[src/hdl/acdp_regs.svh]
`ifndef ACDP_REGS_SVH
`define ACDP_REGS_SVH

// Special function register addresses
`define ACDP_AUX_CTRL_ADDR   8'ha2
`define ACDP_PTR_LOW_ADDR    8'h82
`define ACDP_PTR_HIGH_ADDR   8'h83

// Auxiliary control field positions
`define ACDP_SEL_BIT         0
`define ACDP_RSVD_BIT        1
`define ACDP_ZERO_BIT        2
`define ACDP_SOFT_RST_BIT    3

// Reset values
`define ACDP_AUX_RESET       8'h00
`define ACDP_PTR_RESET       16'h0000
`define ACDP_RESTART_ADDR    16'h0000

`endif

[src/hdl/acdp_pkg.sv]
package acdp_pkg;

    // Pointer operations issued by the core
    typedef enum logic [2:0] {
        ACDP_OP_NONE,
        ACDP_OP_INC,
        ACDP_OP_LOAD
    } acdp_op_type;

    // Software reset sequencing states
    typedef enum logic [1:0] {
        ACDP_ST_RUN,
        ACDP_ST_RESET
    } acdp_state_type;

endpackage

[src/hdl/acdp_ptr_if.sv]
`timescale 1ns/100ps
// Bundle between control bank and pointer pair
interface acdp_ptr_if;
    logic                     sel;
    acdp_pkg::acdp_op_type    op;
    logic [15:0]              load_data;
    logic                     byte_we_low;
    logic                     byte_we_high;
    logic [7:0]               byte_wdata;
    logic [15:0]              active;

    modport ctrl (output sel, output op, output load_data, output byte_we_low,
                  output byte_we_high, output byte_wdata, input active);
    modport pair (input sel, input op, input load_data, input byte_we_low,
                  input byte_we_high, input byte_wdata, output active);
endinterface

[src/hdl/acdp_aux_control.sv]
`timescale 1ns/100ps
`include "acdp_regs.svh"
module acdp_aux_control (
    // Clock and reset
    input  wire logic          ref_clk,
    input  wire logic          rst,
    // Special function register access
    input  wire logic [7:0]    sfr_addr,
    input  wire logic          sfr_we,
    input  wire logic [7:0]    sfr_wdata,
    input  wire logic          sfr_re,
    output logic [7:0]         sfr_rdata,
    // Pointer instruction requests
    input  wire logic          ptr_inc,
    input  wire logic          ptr_load,
    input  wire logic [15:0]   ptr_load_data,
    input  wire logic [7:0]    ptr_offset,
    // Addresses for pointer users
    output logic [15:0]        data_pointer,
    output logic [15:0]        code_read_addr,
    output logic [15:0]        jump_target,
    output logic [15:0]        config_read_addr,
    // Chip reset request
    output logic               chip_reset,
    output logic [15:0]        restart_addr
);
    acdp_ptr_if bus ();

    logic [7:0]                aux_reg;
    logic [7:0]                aux_next;
    acdp_pkg::acdp_state_type  state_reg;
    acdp_pkg::acdp_state_type  state_next;
    logic [7:0]                rdata_reg;
    logic [7:0]                rdata_next;
    logic [15:0]               ptr_out_reg;
    logic [15:0]               code_reg;
    logic [15:0]               jump_reg;
    logic [15:0]               cfg_reg;
    logic                      soft_rst;
    logic                      aux_wr;

    // Per-register write strobes
    logic                      low_wr;
    logic                      high_wr;

    // Output stage next values
    logic [15:0]               ptr_out_next;
    logic [15:0]               code_next;
    logic [15:0]               jump_next;
    logic [15:0]               cfg_next;
    logic                      reset_out_reg;
    logic                      reset_out_next;
    logic [15:0]               restart_reg;
    logic [15:0]               restart_next;

    // Stored bit mask: bit 2 hard-wired zero
    function automatic logic [7:0] aux_mask(input logic [7:0] v);
        logic [7:0] m;
        m = v;
        m[`ACDP_ZERO_BIT] = 1'b0;
        return m;
    endfunction

    // Pointer plus unsigned offset
    function automatic logic [15:0] ptr_add(input logic [15:0] p, input logic [7:0] o);
        return p + {8'h00, o};
    endfunction

    // Address match for one register
    function automatic logic addr_hit(input logic [7:0] a, input logic [7:0] target);
        return a == target;
    endfunction

    // Read value for one address
    function automatic logic [7:0] read_mux(input logic [7:0]  a,
                                            input logic [7:0]  aux,
                                            input logic [15:0] ptr);
        logic [7:0] v;
        v = 8'h00; // Unmapped addresses read zero
        if (addr_hit(a, `ACDP_AUX_CTRL_ADDR)) begin
            v = aux_mask(aux);
        end else if (addr_hit(a, `ACDP_PTR_LOW_ADDR)) begin
            v = ptr[7:0];
        end else if (addr_hit(a, `ACDP_PTR_HIGH_ADDR)) begin
            v = ptr[15:8];
        end
        return v;
    endfunction

    // Write strobes; byte writes dropped during reset cycle
    assign aux_wr   = sfr_we && addr_hit(sfr_addr, `ACDP_AUX_CTRL_ADDR);
    assign low_wr   = sfr_we && addr_hit(sfr_addr, `ACDP_PTR_LOW_ADDR) && !soft_rst;
    assign high_wr  = sfr_we && addr_hit(sfr_addr, `ACDP_PTR_HIGH_ADDR) && !soft_rst;
    assign soft_rst = (state_reg == acdp_pkg::ACDP_ST_RESET);

    // Register write and software reset sequencing
    always_comb begin
        aux_next   = aux_reg;
        state_next = acdp_pkg::ACDP_ST_RUN;
        if (soft_rst) begin
            aux_next = `ACDP_AUX_RESET;
        end else if (aux_wr) begin
            aux_next = aux_mask(sfr_wdata);
            if (sfr_wdata[`ACDP_SOFT_RST_BIT]) begin
                state_next = acdp_pkg::ACDP_ST_RESET;
            end
        end
    end

    always_ff @(posedge ref_clk or posedge rst) begin
        if (rst) begin
            aux_reg   <= `ACDP_AUX_RESET;
            state_reg <= acdp_pkg::ACDP_ST_RUN;
        end else begin
            aux_reg   <= aux_next;
            state_reg <= state_next;
        end
    end

    // Pointer requests go to the selected pointer
    always_comb begin
        bus.sel          = aux_reg[`ACDP_SEL_BIT];
        bus.op           = ptr_load ? acdp_pkg::ACDP_OP_LOAD :
                           (ptr_inc ? acdp_pkg::ACDP_OP_INC : acdp_pkg::ACDP_OP_NONE);
        bus.load_data    = ptr_load_data;
        bus.byte_wdata   = sfr_wdata;
        bus.byte_we_low  = low_wr;
        bus.byte_we_high = high_wr;
    end

    acdp_ptr_pair u_pair (
        .ref_clk  (ref_clk),
        .rst      (rst),
        .soft_rst (soft_rst),
        .bus      (bus)
    );

    // Read data for the three registers
    always_comb begin
        rdata_next = rdata_reg;
        if (sfr_re) begin
            rdata_next = read_mux(sfr_addr, aux_reg, bus.active);
        end
    end

    // Next values of the output stage
    always_comb begin
        ptr_out_next   = bus.active;
        code_next      = ptr_add(bus.active, ptr_offset);
        jump_next      = ptr_add(bus.active, ptr_offset);
        cfg_next       = bus.active;
        reset_out_next = (state_next == acdp_pkg::ACDP_ST_RESET);
        restart_next   = `ACDP_RESTART_ADDR;
    end

    // Read data holds until the next read
    always_ff @(posedge ref_clk or posedge rst) begin
        if (rst) begin
            rdata_reg <= 8'h00;
        end else begin
            rdata_reg <= rdata_next;
        end
    end

    // Pointer addresses, one cycle behind the pointer
    always_ff @(posedge ref_clk or posedge rst) begin
        if (rst) begin
            ptr_out_reg <= 16'h0000;
            code_reg    <= 16'h0000;
            jump_reg    <= 16'h0000;
            cfg_reg     <= 16'h0000;
        end else begin
            ptr_out_reg <= ptr_out_next;
            code_reg    <= code_next;
            jump_reg    <= jump_next;
            cfg_reg     <= cfg_next;
        end
    end

    // Chip reset pulse and restart address
    always_ff @(posedge ref_clk or posedge rst) begin
        if (rst) begin
            reset_out_reg <= 1'b0;
            restart_reg   <= `ACDP_RESTART_ADDR;
        end else begin
            reset_out_reg <= reset_out_next;
            restart_reg   <= restart_next;
        end
    end

    // Register access result
    assign sfr_rdata        = rdata_reg;

    // Pointer users
    assign data_pointer     = ptr_out_reg;
    assign code_read_addr   = code_reg;
    assign jump_target      = jump_reg;
    assign config_read_addr = cfg_reg;

    // Full chip reset request
    assign chip_reset       = reset_out_reg;
    assign restart_addr     = restart_reg;
endmodule

[src/hdl/acdp_ptr_pair.sv]
`timescale 1ns/100ps
`include "acdp_regs.svh"
// Two independent 16-bit data pointers
module acdp_ptr_pair (
    // Clock and reset
    input  wire logic  ref_clk,
    input  wire logic  rst,
    input  wire logic  soft_rst,
    // Control bundle
    acdp_ptr_if.pair   bus
);
    logic [15:0] ptr_reg [2];
    logic [15:0] ptr_next [2];

    // Only the selected pointer changes; soft reset clears both
    always_comb begin
        ptr_next[0] = ptr_reg[0];
        ptr_next[1] = ptr_reg[1];
        case (bus.op)
            acdp_pkg::ACDP_OP_INC: begin
                ptr_next[bus.sel] = ptr_reg[bus.sel] + 16'h0001;
            end
            acdp_pkg::ACDP_OP_LOAD: begin
                ptr_next[bus.sel] = bus.load_data;
            end
            default: begin
            end
        endcase
        if (bus.byte_we_low) begin
            ptr_next[bus.sel][7:0] = bus.byte_wdata;
        end
        if (bus.byte_we_high) begin
            ptr_next[bus.sel][15:8] = bus.byte_wdata;
        end
        if (soft_rst) begin
            ptr_next[0] = `ACDP_PTR_RESET;
            ptr_next[1] = `ACDP_PTR_RESET;
        end
    end

    // Pointer storage
    always_ff @(posedge ref_clk or posedge rst) begin
        if (rst) begin
            ptr_reg[0] <= 16'h0000;
            ptr_reg[1] <= 16'h0000;
        end else begin
            ptr_reg[0] <= ptr_next[0];
            ptr_reg[1] <= ptr_next[1];
        end
    end

    // Unselected pointer stays hidden
    assign bus.active = ptr_reg[bus.sel];
endmodule

[config.mk]
export PLATFORM = sky130hd
export DESIGN_NAME = acdp_aux_control
export DESIGN_NICKNAME = d
export VERILOG_FILES = /design/src/hdl/acdp_pkg.sv /design/src/hdl/acdp_ptr_if.sv /design/src/hdl/acdp_aux_control.sv /design/src/hdl/acdp_ptr_pair.sv
export VERILOG_INCLUDE_DIRS = /design/src /design/src/hdl
export SDC_FILE = /design/constraint.sdc
export NUM_CORES = 1
export LEC_CHECK = 0
export ABC_AREA = 1
export BUFFER_PORTS_ARGS = -buffer_cell sky130_fd_sc_hd__buf_2
export CORE_UTILIZATION = 50
export DETAILED_ROUTE_END_ITERATION = 7
export GPL_TIMING_DRIVEN = 1
export PLACE_DENSITY = 0.75
export RECOVER_POWER = 50
export SKIP_CTS_REPAIR_TIMING = 1
export SKIP_LAST_GASP = 1
export SLEW_MARGIN = 10
export SYNTH_ARGS = -nofsm -noshare
export SYNTH_HDL_FRONTEND = slang
export SYNTH_HIERARCHICAL = 1
export SYNTH_SLANG_ARGS = --single-unit
[constraint.sdc]
create_clock -name ref_clk -period 2.2 [get_ports ref_clk]
set_input_delay 0.11 -clock ref_clk [delete_from_list [all_inputs] [get_ports ref_clk]]
set_output_delay 0.11 -clock ref_clk [all_outputs]
set_load 0.05 [all_outputs]
==> run metrics <==
reg2reg end=u_pair/ptr_reg[23]; #FFs+latches synth=80; Yosys Warn Count=6; Hold Path Sink=sfr_rdata[1]; first-pass GRT wire length=25200 µm; Clk network pwr share=0.237; Starting Density=0.520; FF-to-FF setup slack=between 0.06 and 0.07 ns; DIE AREA=about 12000 µm²; leakage dissipation=3.64 nW; slowest cell on the critical path=dfrtp_2; Final Hold Fails=0; Gate Count Post-Synth=slightly above 800; CTS Buffer Depth=2; Post-synth EDFFs=0; largest net degree at the start of global routing=33; Ant. Diodes=0; drt first-iter violations=~430; I/O Buffers=approximately 120; Wirelength per Cell=15.1 µm; Clk Latency, worst-skew pair=approximately 0.35 ns; Synth area leader=dfrtp_1; Rel. slew slack=0.293; crit-path cells=clkinvlp_4 -> buf_4 -> buf_4 -> nand2_1 -> nand2_1 -> nor2_1 -> nand2_1 -> nor2_4 -> xor2_1 -> inv_1 -> o21ai_0 -> a21oi_1; sequential share of power=0.304; Net Sw Frac=0.473; Reg2Reg Depth=12; Worst-Margin Slew=about 1.1 ns; top post-synthesis cells by area=dfrtp_1 35%, nand2_1 17%, buf_4 6.4%; Finish-stage setup viols=0; max reg flops=32; post-synth top area share=0.351; Die W=around 110 µm; Residual DRC=0; hold depth=3; crit path kind=reg2reg; CP endpoint kind=register; Layout area overhead=17.3%; Cell variety after synth=44; Comb pwr share=0.459; Fmax achieved=468 MHz; CTS tree=done; worst-path maximum fanout=7; Critical Path RT=roughly 2.4 ns; antenna violations before repair=0; max cap viols=0; Mean Syn Cell Area=about 6.9 µm²; Final Max Slew Viols=0; Die H=approximately 110 µm; clock skew=approximately 0.0068 ns; Worst-path clk slew=approximately 0.06 ns; DP HPWL=around 12000 µm; max incr delay on CP=approximately 0.47 ns; routed vias=roughly 5700; core footprint=roughly 11000 µm²; RSZ-0062 raised after global routing=yes; fin nets=about 1000; Final ANT Viol Nets=0; Sw Pwr=3.00 mW; DR vias/cell=between 5 and 6; Post-DP Area=roughly 6300 µm²; r2r startpoint=aux_reg[0]; end-of-flow core utilization=0.610; pwr dens=~950 nW/µm²; Top FF cell, synth=dfrtp_1; CTS Buf Count=9; most common cell in the netlist=nand2_1; fill count=between 1000 and 1500; share of cells above drive strength 1=0.233; Congestion Overflow GR=0; peak supply drop=between 0.0007 and 0.0008 V; vias in the first global route=5042; CP Data Arrival Time=~2.4 ns; GRT Overall Usage=0.283; TritonRoute pass-1 iters=5; final worst path period need=2.14 ns; Post-synth ARST share=1.00; worst hold margin=0.0602 ns; final wirelength=about 16000 µm; fin crit share=0.971; GPL Wtd Cong=0.973; root buffer cell=clkbuf_16; status=completed; Cell Rows=38; mapped cell area=5710 µm²; H-Tree Depth=3; IO Count=135; PnR Total Power=between 6 and 7 mW; CP most frequent cell=nand2_1; Sink Count=80; Hold Path Class=in2reg; most frequent cells after synthesis=257 x nand2_1, 97 x inv_1, 80 x dfrtp_1; P_int=3.34 mW; Design Area, Final=between 6000 and 7000 µm²; post-synthesis sequential area ratio=0.351; Hold Startpoint=sfr_re; Startpoint Class=register
-- area by class of cell --
class,count,area (µm²),share of cell area
repair buffers,156,912,0.136
multi-input cells,591,2920,0.436
well taps,140,175,0.0262
clock buffers,9,225,0.0336
inverters,101,382,0.0570
flip-flops and latches,80,2000,0.299
clock inverters,7,72.6,0.0108
repair inverters,1,7.51,0.00112
-- how the worst max path moves through the flow --
| stage | startpoint | endpoint | slack [ns] | cells after the start |
|---|---|---|---|---|
| 2_1_floorplan | aux_reg[0] | jump_target[8] | 0.22 | 11 |
| 3_3_place_gp | aux_reg[0] | u_pair/ptr_reg[25] | 0.15 | 14 |
| 3_5_place_dp | aux_reg[0] | jump_target[8] | 0.08 | 11 |
| 4_1_cts | aux_reg[0] | jump_target[8] | 0.06 | 11 |
| 5_1_grt | aux_reg[0] | u_pair/ptr_reg[23] | -0.02 | 11 |
| 6_report | aux_reg[0] | u_pair/ptr_reg[23] | 0.06 | 12 |
-- power groups by stage --
stage / clock network (mW) / registers [mW] / logic, mW
floorplan: 0 / 2.46 / 1.82
global placement: 0 / 1.94 / 2.84
detailed placement: 0 / 1.95 / 2.85
CTS: 1.53 / 1.92 / 2.86
global route: 1.59 / 1.96 / 3.13
finish: 1.51 / 1.93 / 2.91
-- layer usage --
metal / GRT usage / vias up / share of wire
li1: - / 2795 / -
met1: 0.369 / 2608 / 0.42
met2: 0.462 / 302 / 0.47
met3: 0.0693 / 37 / 0.093
met4: 0.0907 / 0 / 0.024
met5: 0 / - / 0
-- logic make-up after synthesis --
family,share of synthesized area
other,0.000657
AO/OA/AOI/OAI,0.132
XOR/XNOR,0.0184
AND/OR/NAND/NOR,0.320
flip-flops,0.351
buffers and inverters,0.155
adder cells (fa/ha/maj),0.0232
-- worst max-delay path, delay by kind of cell, from the launching register on --
kind	cells	cell delay, ns
XOR/XNOR	1	0.19
AND/OR/NAND/NOR	5	0.56
flip-flops	1	0.47
AO/OA/AOI/OAI	2	0.31
buffers and inverters	4	0.49
-- stage by stage --
stage	cells	TNS (ns)	setup slack (ns)
2_1_floorplan	844	0	0.217
3_3_place_gp	1061	0	0.148
3_5_place_dp	1061	0	0.0770
4_1_cts	1077	0	0.0603
5_1_grt	1085	-0.0833	-0.0188
6_report	1085	0	0.0639
-- placed cells by master (no fill, tap or decap), types with 10 or more instances in the layout --
| cell | instances |
|---|---|
| nand2_1 | 255 |
| buf_2 | 117 |
| inv_1 | 97 |
| dfrtp_1 | 79 |
| nand3_1 | 62 |
| a21oi_1 | 57 |
| nor2_1 | 56 |
| o21ai_0 | 43 |
| buf_4 | 33 |
| conb_1 | 17 |
| nand2_2 | 14 |
| xor2_1 | 12 |
| clkbuf_16 | 10 |
(Power assumes the default switching activity.)
